===== src/hdl/pef_defines.vh =====
/*
 * Constants for the peripheral event flag block: register byte
 * offsets, flag bit positions, reset values and capture/compare
 * mode codes.
 * Assumes inclusion by bare name from the design files.
 */
`ifndef PEF_DEFINES_VH
`define PEF_DEFINES_VH

// ****************************************************************
// Register byte offsets on the APB
// ****************************************************************
`define PEF_OFS_FLAGS 8'h00
`define PEF_OFS_MASK 8'h04
`define PEF_OFS_SET 8'h08
`define PEF_OFS_MODE 8'h0C
`define PEF_OFS_STATUS 8'h10
`define PEF_OFS_OVERRUN 8'h14

// ****************************************************************
// Flag bit positions
// ****************************************************************
`define PEF_BIT_NV_WRITE_DONE 7
`define PEF_BIT_CONVERTER_DONE 6
`define PEF_BIT_CAPCOMP_EVENT 5
`define PEF_BIT_CMP_B_CHANGE 4
`define PEF_BIT_CMP_A_CHANGE 3
`define PEF_BIT_CLOCK_FAIL 2
`define PEF_BIT_TIMER_B_MATCH 1
`define PEF_BIT_TIMER_A_OVERFLOW 0

// ****************************************************************
// Reset values
// ****************************************************************
`define PEF_RST_FLAGS 8'h00
`define PEF_RST_MASK 8'h00
`define PEF_RST_MODE 2'h0

// ****************************************************************
// Capture/compare unit modes
// ****************************************************************
`define PEF_MODE_OFF 2'h0
`define PEF_MODE_CAPTURE 2'h1
`define PEF_MODE_COMPARE 2'h2
`define PEF_MODE_PWM 2'h3

`endif


===== src/hdl/pef_top.v =====
/*
 * Peripheral event flag register with interrupt mask, reached
 * over an APB slave port.
 * An overrun register records events that hit a set flag.
 * Assumes event inputs are synchronous to clock; pulse inputs are
 * high for one cycle per event, levels are held by the source.
 */
// Summary of operation
// Write completion sets top flag, sticky
// Conversion complete sets converter done flag
// Capture mode: capture sets capture/compare flag
// Compare mode: match sets flag; PWM unused
// Comparator B output change sets flag
// Comparator A output change sets flag
// Switch to internal oscillator sets fail flag
// Timer B period match sets flag
// Timer A overflow sets lowest flag
// Flags set regardless of any enable bits
// Software clears stale flags before enabling
// Flags read/write, reset zero, set wins
`timescale 1ns/1ns
`include "pef_defines.vh"

module pef_top
#(
    parameter ADDR_W = 8,
    parameter FLAG_W = 8
)
(
    clock,
    rst,
    psel,
    penable,
    pwrite,
    paddr,
    pwdata,
    pstrb,
    prdata,
    pready,
    pslverr,
    nv_write_done,
    converter_done,
    capture_event,
    compare_match,
    cmp_b_out,
    cmp_a_out,
    on_internal_oscillator,
    timer_b_match,
    timer_a_overflow,
    irq
);

input wire clock;
input wire rst;
input wire psel;
input wire penable;
input wire pwrite;
input wire [ADDR_W-1:0] paddr;
input wire [31:0] pwdata;
input wire [3:0] pstrb;
output reg [31:0] prdata;
output reg pready;
output reg pslverr;
input wire nv_write_done;
input wire converter_done;
input wire capture_event;
input wire compare_match;
input wire cmp_b_out;
input wire cmp_a_out;
input wire on_internal_oscillator;
input wire timer_b_match;
input wire timer_a_overflow;
output reg irq;

// ****************************************************************
// State
// ****************************************************************
reg [FLAG_W-1:0] flags_reg;
reg [FLAG_W-1:0] flags_next;
reg [FLAG_W-1:0] mask_reg;
reg [FLAG_W-1:0] mask_next;
reg [FLAG_W-1:0] overrun_reg;
reg [FLAG_W-1:0] overrun_next;
reg [1:0] mode_reg;
reg [1:0] mode_next;
reg primed_reg;
reg cmp_b_prev_reg;
reg cmp_a_prev_reg;
reg osc_prev_reg;
reg [FLAG_W-1:0] event_vec;
reg [FLAG_W-1:0] clear_vec;
reg [FLAG_W-1:0] ovr_clear_vec;
reg [FLAG_W-1:0] set_vec;
reg [31:0] rdata_next;
reg addr_ok;
reg irq_next;
wire setup;
wire wr_fire;
wire lane0;
wire rd_take;
wire wr_take;
wire wr_flags;
wire wr_set;
wire wr_mask;
wire wr_mode;
wire wr_ovr;
wire cmp_b_toggle;
wire cmp_a_toggle;
wire osc_switch;

// ****************************************************************
// APB decode
// ****************************************************************
assign setup = psel & ~penable;
assign wr_fire = psel & penable & pwrite & pready & ~pslverr;
assign lane0 = pstrb[0];
// Read data is launched at setup so it stands in the access cycle
assign rd_take = setup & ~pwrite & addr_ok;

// Writes with the low byte lane off change nothing
assign wr_take = wr_fire & lane0;
assign wr_flags = wr_take & (paddr == `PEF_OFS_FLAGS);
assign wr_set = wr_take & (paddr == `PEF_OFS_SET);
assign wr_mask = wr_take & (paddr == `PEF_OFS_MASK);
assign wr_mode = wr_take & (paddr == `PEF_OFS_MODE);
assign wr_ovr = wr_take & (paddr == `PEF_OFS_OVERRUN);

always @*
begin
    case (paddr)
        `PEF_OFS_FLAGS,
        `PEF_OFS_MASK,
        `PEF_OFS_SET,
        `PEF_OFS_MODE,
        `PEF_OFS_STATUS,
        `PEF_OFS_OVERRUN:
            addr_ok = 1'b1;
        default:
            addr_ok = 1'b0;
    endcase
end

always @*
begin
    rdata_next = 32'h0000_0000;
    case (paddr)
        `PEF_OFS_FLAGS:
            rdata_next[FLAG_W-1:0] = flags_reg;
        `PEF_OFS_MASK:
            rdata_next[FLAG_W-1:0] = mask_reg;
        `PEF_OFS_MODE:
            rdata_next[1:0] = mode_reg;
        `PEF_OFS_STATUS:
        begin
            // Pending unmasked flags, then registered peripheral levels
            rdata_next[FLAG_W-1:0] = flags_reg & mask_reg;
            rdata_next[8] = cmp_a_prev_reg;
            rdata_next[9] = cmp_b_prev_reg;
            rdata_next[10] = osc_prev_reg;
        end
        `PEF_OFS_OVERRUN:
            rdata_next[FLAG_W-1:0] = overrun_reg;
        default:
            rdata_next = 32'h0000_0000;
    endcase
end

// ****************************************************************
// Bus answer: one wait-free access phase
// ****************************************************************
always @(posedge clock)
begin
    if (rst)
    begin
        pready <= 1'b0;
        pslverr <= 1'b0;
        prdata <= 32'h0000_0000;
    end
    else
    begin
        pready <= setup;
        pslverr <= setup & ~addr_ok;
        if (rd_take)
        begin
            prdata <= rdata_next;
        end
        else
        begin
            prdata <= 32'h0000_0000;
        end
    end
end

// ****************************************************************
// Event detection
// ****************************************************************
always @(posedge clock)
begin
    if (rst)
    begin
        primed_reg <= 1'b0;
        cmp_b_prev_reg <= 1'b0;
        cmp_a_prev_reg <= 1'b0;
        osc_prev_reg <= 1'b0;
    end
    else
    begin
        // Levels are first sampled after reset without flagging
        primed_reg <= 1'b1;
        cmp_b_prev_reg <= cmp_b_out;
        cmp_a_prev_reg <= cmp_a_out;
        osc_prev_reg <= on_internal_oscillator;
    end
end

// ****************************************************************
// Level change detection
// ****************************************************************
// No level change is flagged until the previous levels hold real samples
assign cmp_b_toggle = primed_reg & (cmp_b_out ^ cmp_b_prev_reg);
assign cmp_a_toggle = primed_reg & (cmp_a_out ^ cmp_a_prev_reg);
assign osc_switch = primed_reg & on_internal_oscillator & ~osc_prev_reg;

always @*
begin
    event_vec = {FLAG_W{1'b0}};
    event_vec[`PEF_BIT_NV_WRITE_DONE] = nv_write_done;
    event_vec[`PEF_BIT_CONVERTER_DONE] = converter_done;
    case (mode_reg)
        `PEF_MODE_CAPTURE:
            event_vec[`PEF_BIT_CAPCOMP_EVENT] = capture_event;
        `PEF_MODE_COMPARE:
            event_vec[`PEF_BIT_CAPCOMP_EVENT] = compare_match;
        default:
            event_vec[`PEF_BIT_CAPCOMP_EVENT] = 1'b0;
    endcase
    event_vec[`PEF_BIT_CMP_B_CHANGE] = cmp_b_toggle;
    event_vec[`PEF_BIT_CMP_A_CHANGE] = cmp_a_toggle;
    event_vec[`PEF_BIT_CLOCK_FAIL] = osc_switch;
    event_vec[`PEF_BIT_TIMER_B_MATCH] = timer_b_match;
    event_vec[`PEF_BIT_TIMER_A_OVERFLOW] = timer_a_overflow;
end

// ****************************************************************
// Software write strobes
// ****************************************************************
always @*
begin
    clear_vec = {FLAG_W{1'b0}};
    ovr_clear_vec = {FLAG_W{1'b0}};
    set_vec = {FLAG_W{1'b0}};
    mask_next = mask_reg;
    mode_next = mode_reg;
    if (wr_flags)
    begin
        clear_vec = pwdata[FLAG_W-1:0];
    end
    if (wr_set)
    begin
        set_vec = pwdata[FLAG_W-1:0];
    end
    if (wr_mask)
    begin
        mask_next = pwdata[FLAG_W-1:0];
    end
    if (wr_mode)
    begin
        mode_next = pwdata[1:0];
    end
    if (wr_ovr)
    begin
        ovr_clear_vec = pwdata[FLAG_W-1:0];
    end
end

// ****************************************************************
// Sticky flags, one per bit
// ****************************************************************
genvar i;
generate
    for (i = 0; i < FLAG_W; i = i + 1)
    begin : g_flag
        always @*
        begin
            // Event or software set wins over a same-cycle clear
            flags_next[i] = event_vec[i] | set_vec[i] |
                (flags_reg[i] & ~clear_vec[i]);
            // Event landing on an already set flag is recorded
            overrun_next[i] = (event_vec[i] & flags_reg[i]) |
                (overrun_reg[i] & ~ovr_clear_vec[i]);
        end
    end
endgenerate

always @(posedge clock)
begin
    if (rst)
    begin
        flags_reg <= `PEF_RST_FLAGS;
        overrun_reg <= `PEF_RST_FLAGS;
    end
    else
    begin
        flags_reg <= flags_next;
        overrun_reg <= overrun_next;
    end
end

// ****************************************************************
// Control registers
// ****************************************************************
always @(posedge clock)
begin
    if (rst)
    begin
        mask_reg <= `PEF_RST_MASK;
        mode_reg <= `PEF_RST_MODE;
    end
    else
    begin
        mask_reg <= mask_next;
        mode_reg <= mode_next;
    end
end

// ****************************************************************
// Interrupt output
// ****************************************************************
always @*
begin
    // Level interrupt tracks the state the flops are taking
    irq_next = |(flags_next & mask_next);
end

always @(posedge clock)
begin
    if (rst)
    begin
        irq <= 1'b0;
    end
    else
    begin
        irq <= irq_next;
    end
end

endmodule


===== config.mk =====
export PLATFORM = sky130hd
export DESIGN_NAME = pef_top
export DESIGN_NICKNAME = d
export VERILOG_FILES = /design/src/hdl/pef_top.v
export VERILOG_INCLUDE_DIRS = /design/src /design/src/hdl
export SDC_FILE = /design/constraint.sdc
export NUM_CORES = 1
export LEC_CHECK = 0
export BUFFER_PORTS_ARGS = -buffer_cell sky130_fd_sc_hd__buf_2
export CELL_PAD_IN_SITES_DETAIL_PLACEMENT = 1
export CELL_PAD_IN_SITES_GLOBAL_PLACEMENT = 1
export CORE_MARGIN = 8
export CORE_UTILIZATION = 36
export DETAILED_ROUTE_END_ITERATION = 8
export MAX_ROUTING_LAYER = met4
export PLACE_DENSITY = 0.93
export SYNTH_ARGS = -nofsm -noshare
export SYNTH_HDL_FRONTEND = slang
export SYNTH_SLANG_ARGS = --single-unit

===== constraint.sdc =====
create_clock -name clock -period 5.3 [get_ports clock]
set_clock_uncertainty 0.05 [all_clocks]
set_input_delay 1.325 -clock clock [delete_from_list [all_inputs] [get_ports clock]]
set_output_delay 1.325 -clock clock [all_outputs]
set_load 0.02 [all_outputs]

[After elaboration in Yosys (flattened, before gate mapping)]
Cells that the tools add are included.
Widths: inputs -> output; s select.
Word-level totals
  register bits: 65
  input port bits: 58
  output and inout bits: 35
  logic and storage cells: 128
Operators by class
  equal/unequal tests: 7
  mux-type cells: 9
  bitwise operators: 93
  reductions and logical operators: 5
Operator list (count)
  $and 1x1->1: 42
  $mux 8: 4
  $or 1x1->1: 24
  $pmux 6 s4: 1
  $not 1->1: 23
  $and 8x8->8: 2
  $eq 8x4->1 const B: 2
  $eq 8x5->1 const B: 2
  $pmux 2 s5: 1
  $eq 8x3->1 const B: 1
  $logic_not 8->1: 1
  $reduce_or 8->1: 1
  $reduce_or 6->1: 1
  $reduce_or 3->1: 1
  $eq 2x1->1 const B: 1
  $eq 2x2->1 const B: 1
  $mux 1: 2
  $pmux 1 s2: 1
  $reduce_or 2->1: 1
  $xor 1x1->1: 2

[Depth between registers and ports, before layout]
Gate-level depths: netlist of the first run.
  word-level depth: 12
  depth in mapped cells: 8
  depth with buffers taken out: 7

[Least setup slack after synthesis of the first run]
No wires, ideal clock.
  path type: input -> register
  from: input port paddr[1]
  to: register irq
  arrival: 2.673 ns
  setup slack: 2.445 ns
  cell stages on the path: 7
  buffers on the path: 1
  path through: nor4_1 -> and2_1 -> buf_6 -> nand3_1 -> a221oi_1 -> o22a_1 -> a31oi_1
On the way
  word-level cells in the longest chain between the ends: 8
RTL lines
  start: declaration: line pef_top.v:58  | input wire [ADDR_W-1:0] paddr;
  $logic_not 8->1
  $and 1x1->1: line pef_top.v:122  | assign wr_flags = wr_take & (paddr == `PEF_OFS_FLAGS);
  $mux 8: line pef_top.v:254  | if (wr_flags)
  $not 1->1: line pef_top.v:287  | (flags_reg[i] & ~clear_vec[i]);
  $and 1x1->1: line pef_top.v:287
  $or 1x1->1: line pef_top.v:286  | flags_next[i] = event_vec[i] | set_vec[i] |
  $and 8x8->8 *: line pef_top.v:332  | irq_next = |(flags_next & mask_next);
  $reduce_or 8->1 *: line pef_top.v:332
  end signal: assignment: line pef_top.v:343  | irq <= irq_next;
  end: declaration: line pef_top.v:73  | output reg irq;
Mark *: on every way between the ends. The rest lies on a longest branch, timed or not.
A chain may end at the register's enable or synchronous reset.

[Worst setup path after layout of the first run]
  from: input port paddr[5]
  to: register irq
The elaborated chain is that of the path after synthesis.

==> results of run 1 <==
layer usage:
| metal | track usage (%) | up-vias |
|---|---|---|
| met5 | - | - |
| met4 | 4.756 | 0 |
| met3 | 3.997 | 8 |
| met2 | 24.39 | 78 |
| met1 | 16.47 | 947 |
| li1 | - | 927 |
through the flow:
step	hold slack, ps	total power, W	area [sq um]
after floorplan	380.5	0.0004025	2251
after global placement	401.5	0.0004141	2350
after detailed placement	415.4	0.0004172	2350
after CTS	434.2	0.0006695	2457
after global routing	464.4	0.0006953	2457
final	435.8	0.0006607	2457
cells by family (layout without fill, tap and decap cells):
group | after synthesis | in the layout
adders and majority gates | 2 | 2
muxes | 8 | 8
buffers and inverters | 44 | 65
AOI/OAI and AO/OA | 60 | 60
xor gates and xnor gates | 2 | 2
and+or+nand+nor | 93 | 93
other | 1 | 21
DFF | 44 | 44
where the power goes:
part	switching [W]	internal, W
logic	0.0000430	0.0000208
clock network	0.000110	0.000140
registers	0.00000752	0.000339
cell usage after synthesis (3+ instances only):
master	count	area share (%)
a22oi_1	13	4.5
dfxtp_1	44	40
and3_1	3	0.86
o21ai_0	5	1.1
and4_1	3	1.2
clkbuf_1	6	1.0
nand3_1	4	0.92
nor2b_1	4	1.1
nand4_1	3	0.86
inv_1	13	2.2
a222oi_1	5	2.3
mux2i_1	8	3.7
nand2_1	15	2.6
a21oi_1	21	4.8
a21o_1	5	1.7
a221oi_1	4	1.6
buf_4	22	7.6
nor2_1	37	6.4
and2_1	8	2.3
nand2b_1	3	0.86
worst register-to-register path, delay by kind of cell (launching register included):
kind,cells,cell delay [ps]
simple gates,3,1110
flops,1,320
compound gates,2,240
mux,1,400
layout make-up:
type / count / area, sq um / area share (%)
clock buffers: 6 / 72.57 / 2.953
flip-flops and latches: 44 / 880.8 / 35.85
repair buffers: 44 / 220.2 / 8.961
inverters: 13 / 48.80 / 1.986
multi-input cells: 186 / 1106 / 45.01
clock inverters: 2 / 35.03 / 1.426
well taps: 75 / 93.84 / 3.819
layout by cell type, fill, tap and decap left out, types with 3 or more instances in the layout:
cell / synthesis / routed
inv_1: 13 / 13
nand2b_1: 3 / 3
nand2_1: 15 / 15
a21oi_1: 21 / 21
a21o_1: 5 / 5
a222oi_1: 5 / 5
o21ai_0: 5 / 5
mux2i_1: 8 / 8
nor2_1: 37 / 37
clkbuf_8: 0 / 5
a221oi_1: 4 / 4
dfxtp_1: 44 / 44
nand4_1: 3 / 3
conb_1: 1 / 21
nor2b_1: 4 / 4
buf_2: 1 / 44
a22oi_1: 13 / 13
and3_1: 3 / 3
and4_1: 3 / 3
nand3_1: 4 / 4
and2_1: 8 / 8
how the worst max path moves through the flow:
stage | end | slack, ps | depth (start not counted)
after floorplan | irq | 2440 | 7
after global placement | irq | 1800 | 7
after detailed placement | irq | 1760 | 7
after CTS | irq | 2020 | 7
after global routing | irq | 1840 | 7
final | irq | 2020 | 7
==> results.toml, run 1 <==
[status]
outcome = "completed"

[layout]
syn2layout_area_growth_pct = 12.94
finalNetCount = 354
drive_gt1_share_pct = 19.66
utilization_pct = 41.75
top_register = "prdata"
insertedDiodeCount = 0
n_fill_cell = 755
largest_register_ffs = 11
final_cells = 370

[setup_path]
cp_max_fo = 17
rrSetupSlack_ps = 3040
critPathLaunch = "paddr[5]"
path_class = "primary input to flop"
critPathRequiredTime_ps = 5400
cpPeakStageDelay_ps = 550
cp-start-kind = "primary input"
path_cells = "buf_2 -> nor4_4 -> nand4_2 -> mux2i_1 -> a21oi_1 -> nor4_1 -> a31oi_1"
r2r_start = "pready"
ff2ff_path_depth = 6
arrival_ps = 3380
crit_buf_inv = 1
cp-end-kind = "flop"
reg2reg_to = "irq"
cp_top_family = "simple AND/OR/NAND/NOR gates"
cp_slowest_cell = "nand4_2"

[global_routing]
antenna_found_initial = 0
grt_pass1_vias = 2109
grt-ovfl-total = 0
grt_usage_pct = 14.61
grt_max_degree = 32
grt_pass1_wl_mm = 9.915

[place]
preCtsSetupSlack_ps = 1760
portBuffers = 44
dp_hpwl_mm = 4.570
dp.cells = 362
finalWeightedCongestion = 0.8240

[drt]
wl_met1_mm = 2.419
ant_nets = 0
drc = 0
wire_per_inst_microns = 16.49
wl_mm = 6.100
vias = 1960
drt_iter0_drc = 163
top_layer_used = "met4"
wl_met3_microns = 412
drt-pass1-iter-count = 4
wl_met2_mm = 3.173
viasPerCell = 5.297

[floorplanning]
core-area_sq_mm = 0.005886
ios = 93
die_x_microns = 93.75
initial_core_util_pct = 36.97
dieArea_sq_mm = 0.008788
die_h_microns = 93.75
num_rows = 28

[timing]
tightest_slew_ps = 674.7
fin_crit_sh_pct = 61.89
finalHoldViolations = 0
period_needed_ps = 3280
fmax_mhz = 304.9
fin_setup_tns_ps = 0
rsz0062_at_grt = "false"
setup_slack_ps = 2020
setup_viol = 0
slew_violations = 0
relSlewSlack_pct = 54.60

[logic_synthesis]
synth_edf_count = 0
avgSynthCellArea_sq_um = 8.566
async_flop_share_pct = 0
synthMuxAreaShare_pct = 3.680
synthSimpleGateAreaFrac_pct = 22.43
synth_compound_area_share_pct = 19.15
synthDistinctLibCells = 40
yosysSeqAreaShare_pct = 40.48
netlist_area_sq_mm = 0.002176
yosys_warnings = 0
postSynthCellCount = 254
synth_seq_cells = 44
synthFlopType = "dfxtp_1"
synth_xor_area_share_pct = 0.8051
synthAdderAreaFrac_pct = 1.150
synth_top_family_by_area = "simple AND/OR/NAND/NOR gates"

[clocking]
cts_tree = "done"
cts_root_buf = "clkbuf_8"
post_cts_resize_count = 0
hold_buffers = 0
post-cts-setup-buffers = 0
cts.reportedPaths.clkPinSlew_ps = 80
clock_latency_ps = 290
clock_path_buffers = 2
cts_inserted_buffers = 5
clock_sinks = 44
htree_levels = 2

[power_and_ir_drop]
power_density_mw_per_mm2 = 268.9
power_leakage_nw = 1.102
peakVddDrop_mv = 0.1224

[flow_run]
max_cap_viol_count = 0

[min_path]
hold_start = "mask_reg[0]"
holdCritPathClass = "flop to flop"
min_to = "prdata[0]"
min_path_cells = 2
Note: power is estimated with default switching activity, not from simulation.
==> run 2: changes to the inputs <==
--- a/config.mk
+++ b/config.mk
@@ -10,10 +10,10 @@
 export CELL_PAD_IN_SITES_DETAIL_PLACEMENT = 1
 export CELL_PAD_IN_SITES_GLOBAL_PLACEMENT = 1
 export CORE_MARGIN = 8
-export CORE_UTILIZATION = 36
+export CORE_UTILIZATION = 30
 export DETAILED_ROUTE_END_ITERATION = 8
 export MAX_ROUTING_LAYER = met4
-export PLACE_DENSITY = 0.93
+export PLACE_DENSITY = 0.84
 export SYNTH_ARGS = -nofsm -noshare
 export SYNTH_HDL_FRONTEND = slang
 export SYNTH_SLANG_ARGS = --single-unit
==> constraint.sdc (replaced) <==
create_clock -name clock -period 2.69 [get_ports clock]
set_clock_uncertainty 0.05 [all_clocks]
set_input_delay 0.6725 -clock clock [delete_from_list [all_inputs] [get_ports clock]]
set_output_delay 0.6725 -clock clock [all_outputs]
set_load 0.02 [all_outputs]
==> results.toml, run 2 (synthesis results as in run 1) <==
[power_and_ir_drop]
power_density_mw_per_mm2 = 486.1
peakVddDrop_mv = 0.2714
power_leakage_nw = 1.155

[clocking]
hold_buffers = 0
cts_inserted_buffers = 5
clock_latency_ps = 300
cts.reportedPaths.clkPinSlew_ps = 80
htree_levels = 2
cts_root_buf = "clkbuf_8"
cts_tree = "done"
clock_sinks = 44
post_cts_resize_count = 0
clock_path_buffers = 2
post-cts-setup-buffers = 0

[timing]
fin_setup_tns_ps = 0
fin_crit_sh_pct = 88.17
rsz0062_at_grt = "false"
fmax_mhz = 421.6
slew_violations = 0
finalHoldViolations = 0
period_needed_ps = 2372
setup_viol = 0

[drt]
drt_iter0_drc = 84
drc = 0
drt-pass1-iter-count = 5
ant_nets = 0
viasPerCell = 4.852
wire_per_inst_microns = 15.36
wl_mm = 6.236
vias = 1970

[floorplanning]
num_rows = 31
dieArea_sq_mm = 0.01023
initial_core_util_pct = 30.49
die_x_microns = 101.2
ios = 93
die_h_microns = 101.2
core-area_sq_mm = 0.007137

[global_routing]
grt_usage_pct = 13.10
grt_pass1_vias = 2166
grt_max_degree = 31
antenna_found_initial = 0
grt-ovfl-total = 0
grt_pass1_wl_mm = 10.32

[setup_path]
reg2reg_to = "irq"
cp-start-kind = "primary input"
ff2ff_path_depth = 6
crit_buf_inv = 2
cpPeakStageDelay_ps = 400
rrSetupSlack_ps = 600
cp.depth = 8
arrival_ps = 2500
cp-end-kind = "flop"
critPathRequiredTime_ps = 2820
r2r_start = "pready"
cp_slowest_cell = "a221oi_1"
path_cells = "buf_2 -> nor4_4 -> buf_4 -> and2_1 -> nand3_1 -> a221oi_1 -> o22a_1 -> a31oi_1"
cp_top_family = "simple AND/OR/NAND/NOR gates"
cp_max_fo = 6
path_class = "primary input to flop"

[layout]
final_cell_mix = "44 x dfxtp_1, 44 x buf_2, 37 x nor2_1"
finalNetCount = 366
n_fill_cell = 919
largest_register_ffs = 11
insertedDiodeCount = 0
utilization_pct = 35.87
top_register = "prdata"
drive_gt1_share_pct = 22.48
multi_input_area_sq_mm = 0.001106
final-seq-area_sq_um = 880.8
syn2layout_area_growth_pct = 17.65

[flow_run]
max_cap_viol_count = 0

[place]
dp_hpwl_mm = 4.753
portBuffers = 44
finalWeightedCongestion = 0.7859

[min_path]
min_to = "prdata[10]"
min_path_cells = 1
holdCritPathClass = "flop to flop"
hold_start = "osc_prev_reg"

[status]
outcome = "completed"
==> run 2: cell types whose count changed in the layout (fill, tap and decap cells not counted) <==
cell and change:
clkbuf_1 +1, clkinv_2 -1, bufinv_16 -1, clkbuf_8 +1, buf_4 +12
==> run 2: stage by stage <==
stage                     instance area (sq um)  cells  total power [W]  hold slack [ps]  setup slack [ps]
after detailed placement                   2470    398        0.0008272            411.9             38.67
after global routing                       2560    406         0.001305            447.8             173.0
final                                      2560    406         0.001244            435.2             318.2
after CTS                                  2560    406         0.001259            444.1             309.1
after floorplan                            2251    274        0.0007931            380.5             487.2
after global placement                     2470    398        0.0008214            399.5             52.14
==> run 2: per-layer routing <==
metal	share of wire, %	wire (microns)	global-route usage, %
met3	6.1	378	3.986
met2	49	3070	21.76
met5	0	0	-
met4	1.3	80	3.436
met1	43	2706	14.98
==> run 2: area by class of cell <==
type / instances / share of cell area (%)
multi-input combinational: 186 / 43.21
clock buffer: 8 / 3.519
timing repair buffer: 56 / 12.12
sequential: 44 / 34.41
tap: 99 / 4.839
inverter: 13 / 1.906
==> run 2: worst max-delay path by stage <==
stage	startpoint	to	slack, ps
global route	paddr[4]	irq	170
global placement	paddr[4]	irq	50
CTS	paddr[4]	irq	310
floorplan	paddr[1]	irq	490
detailed placement	paddr[4]	irq	40
finish	paddr[4]	irq	320
==> run 2: power by group <==
group	leakage [nW]	internal, W	switching, W
clock	0.0455	0.000210	0.000221
combinational	0.751	0.0000452	0.0000858
sequential	0.359	0.000669	0.0000143
total	1.16	0.000923	0.000321
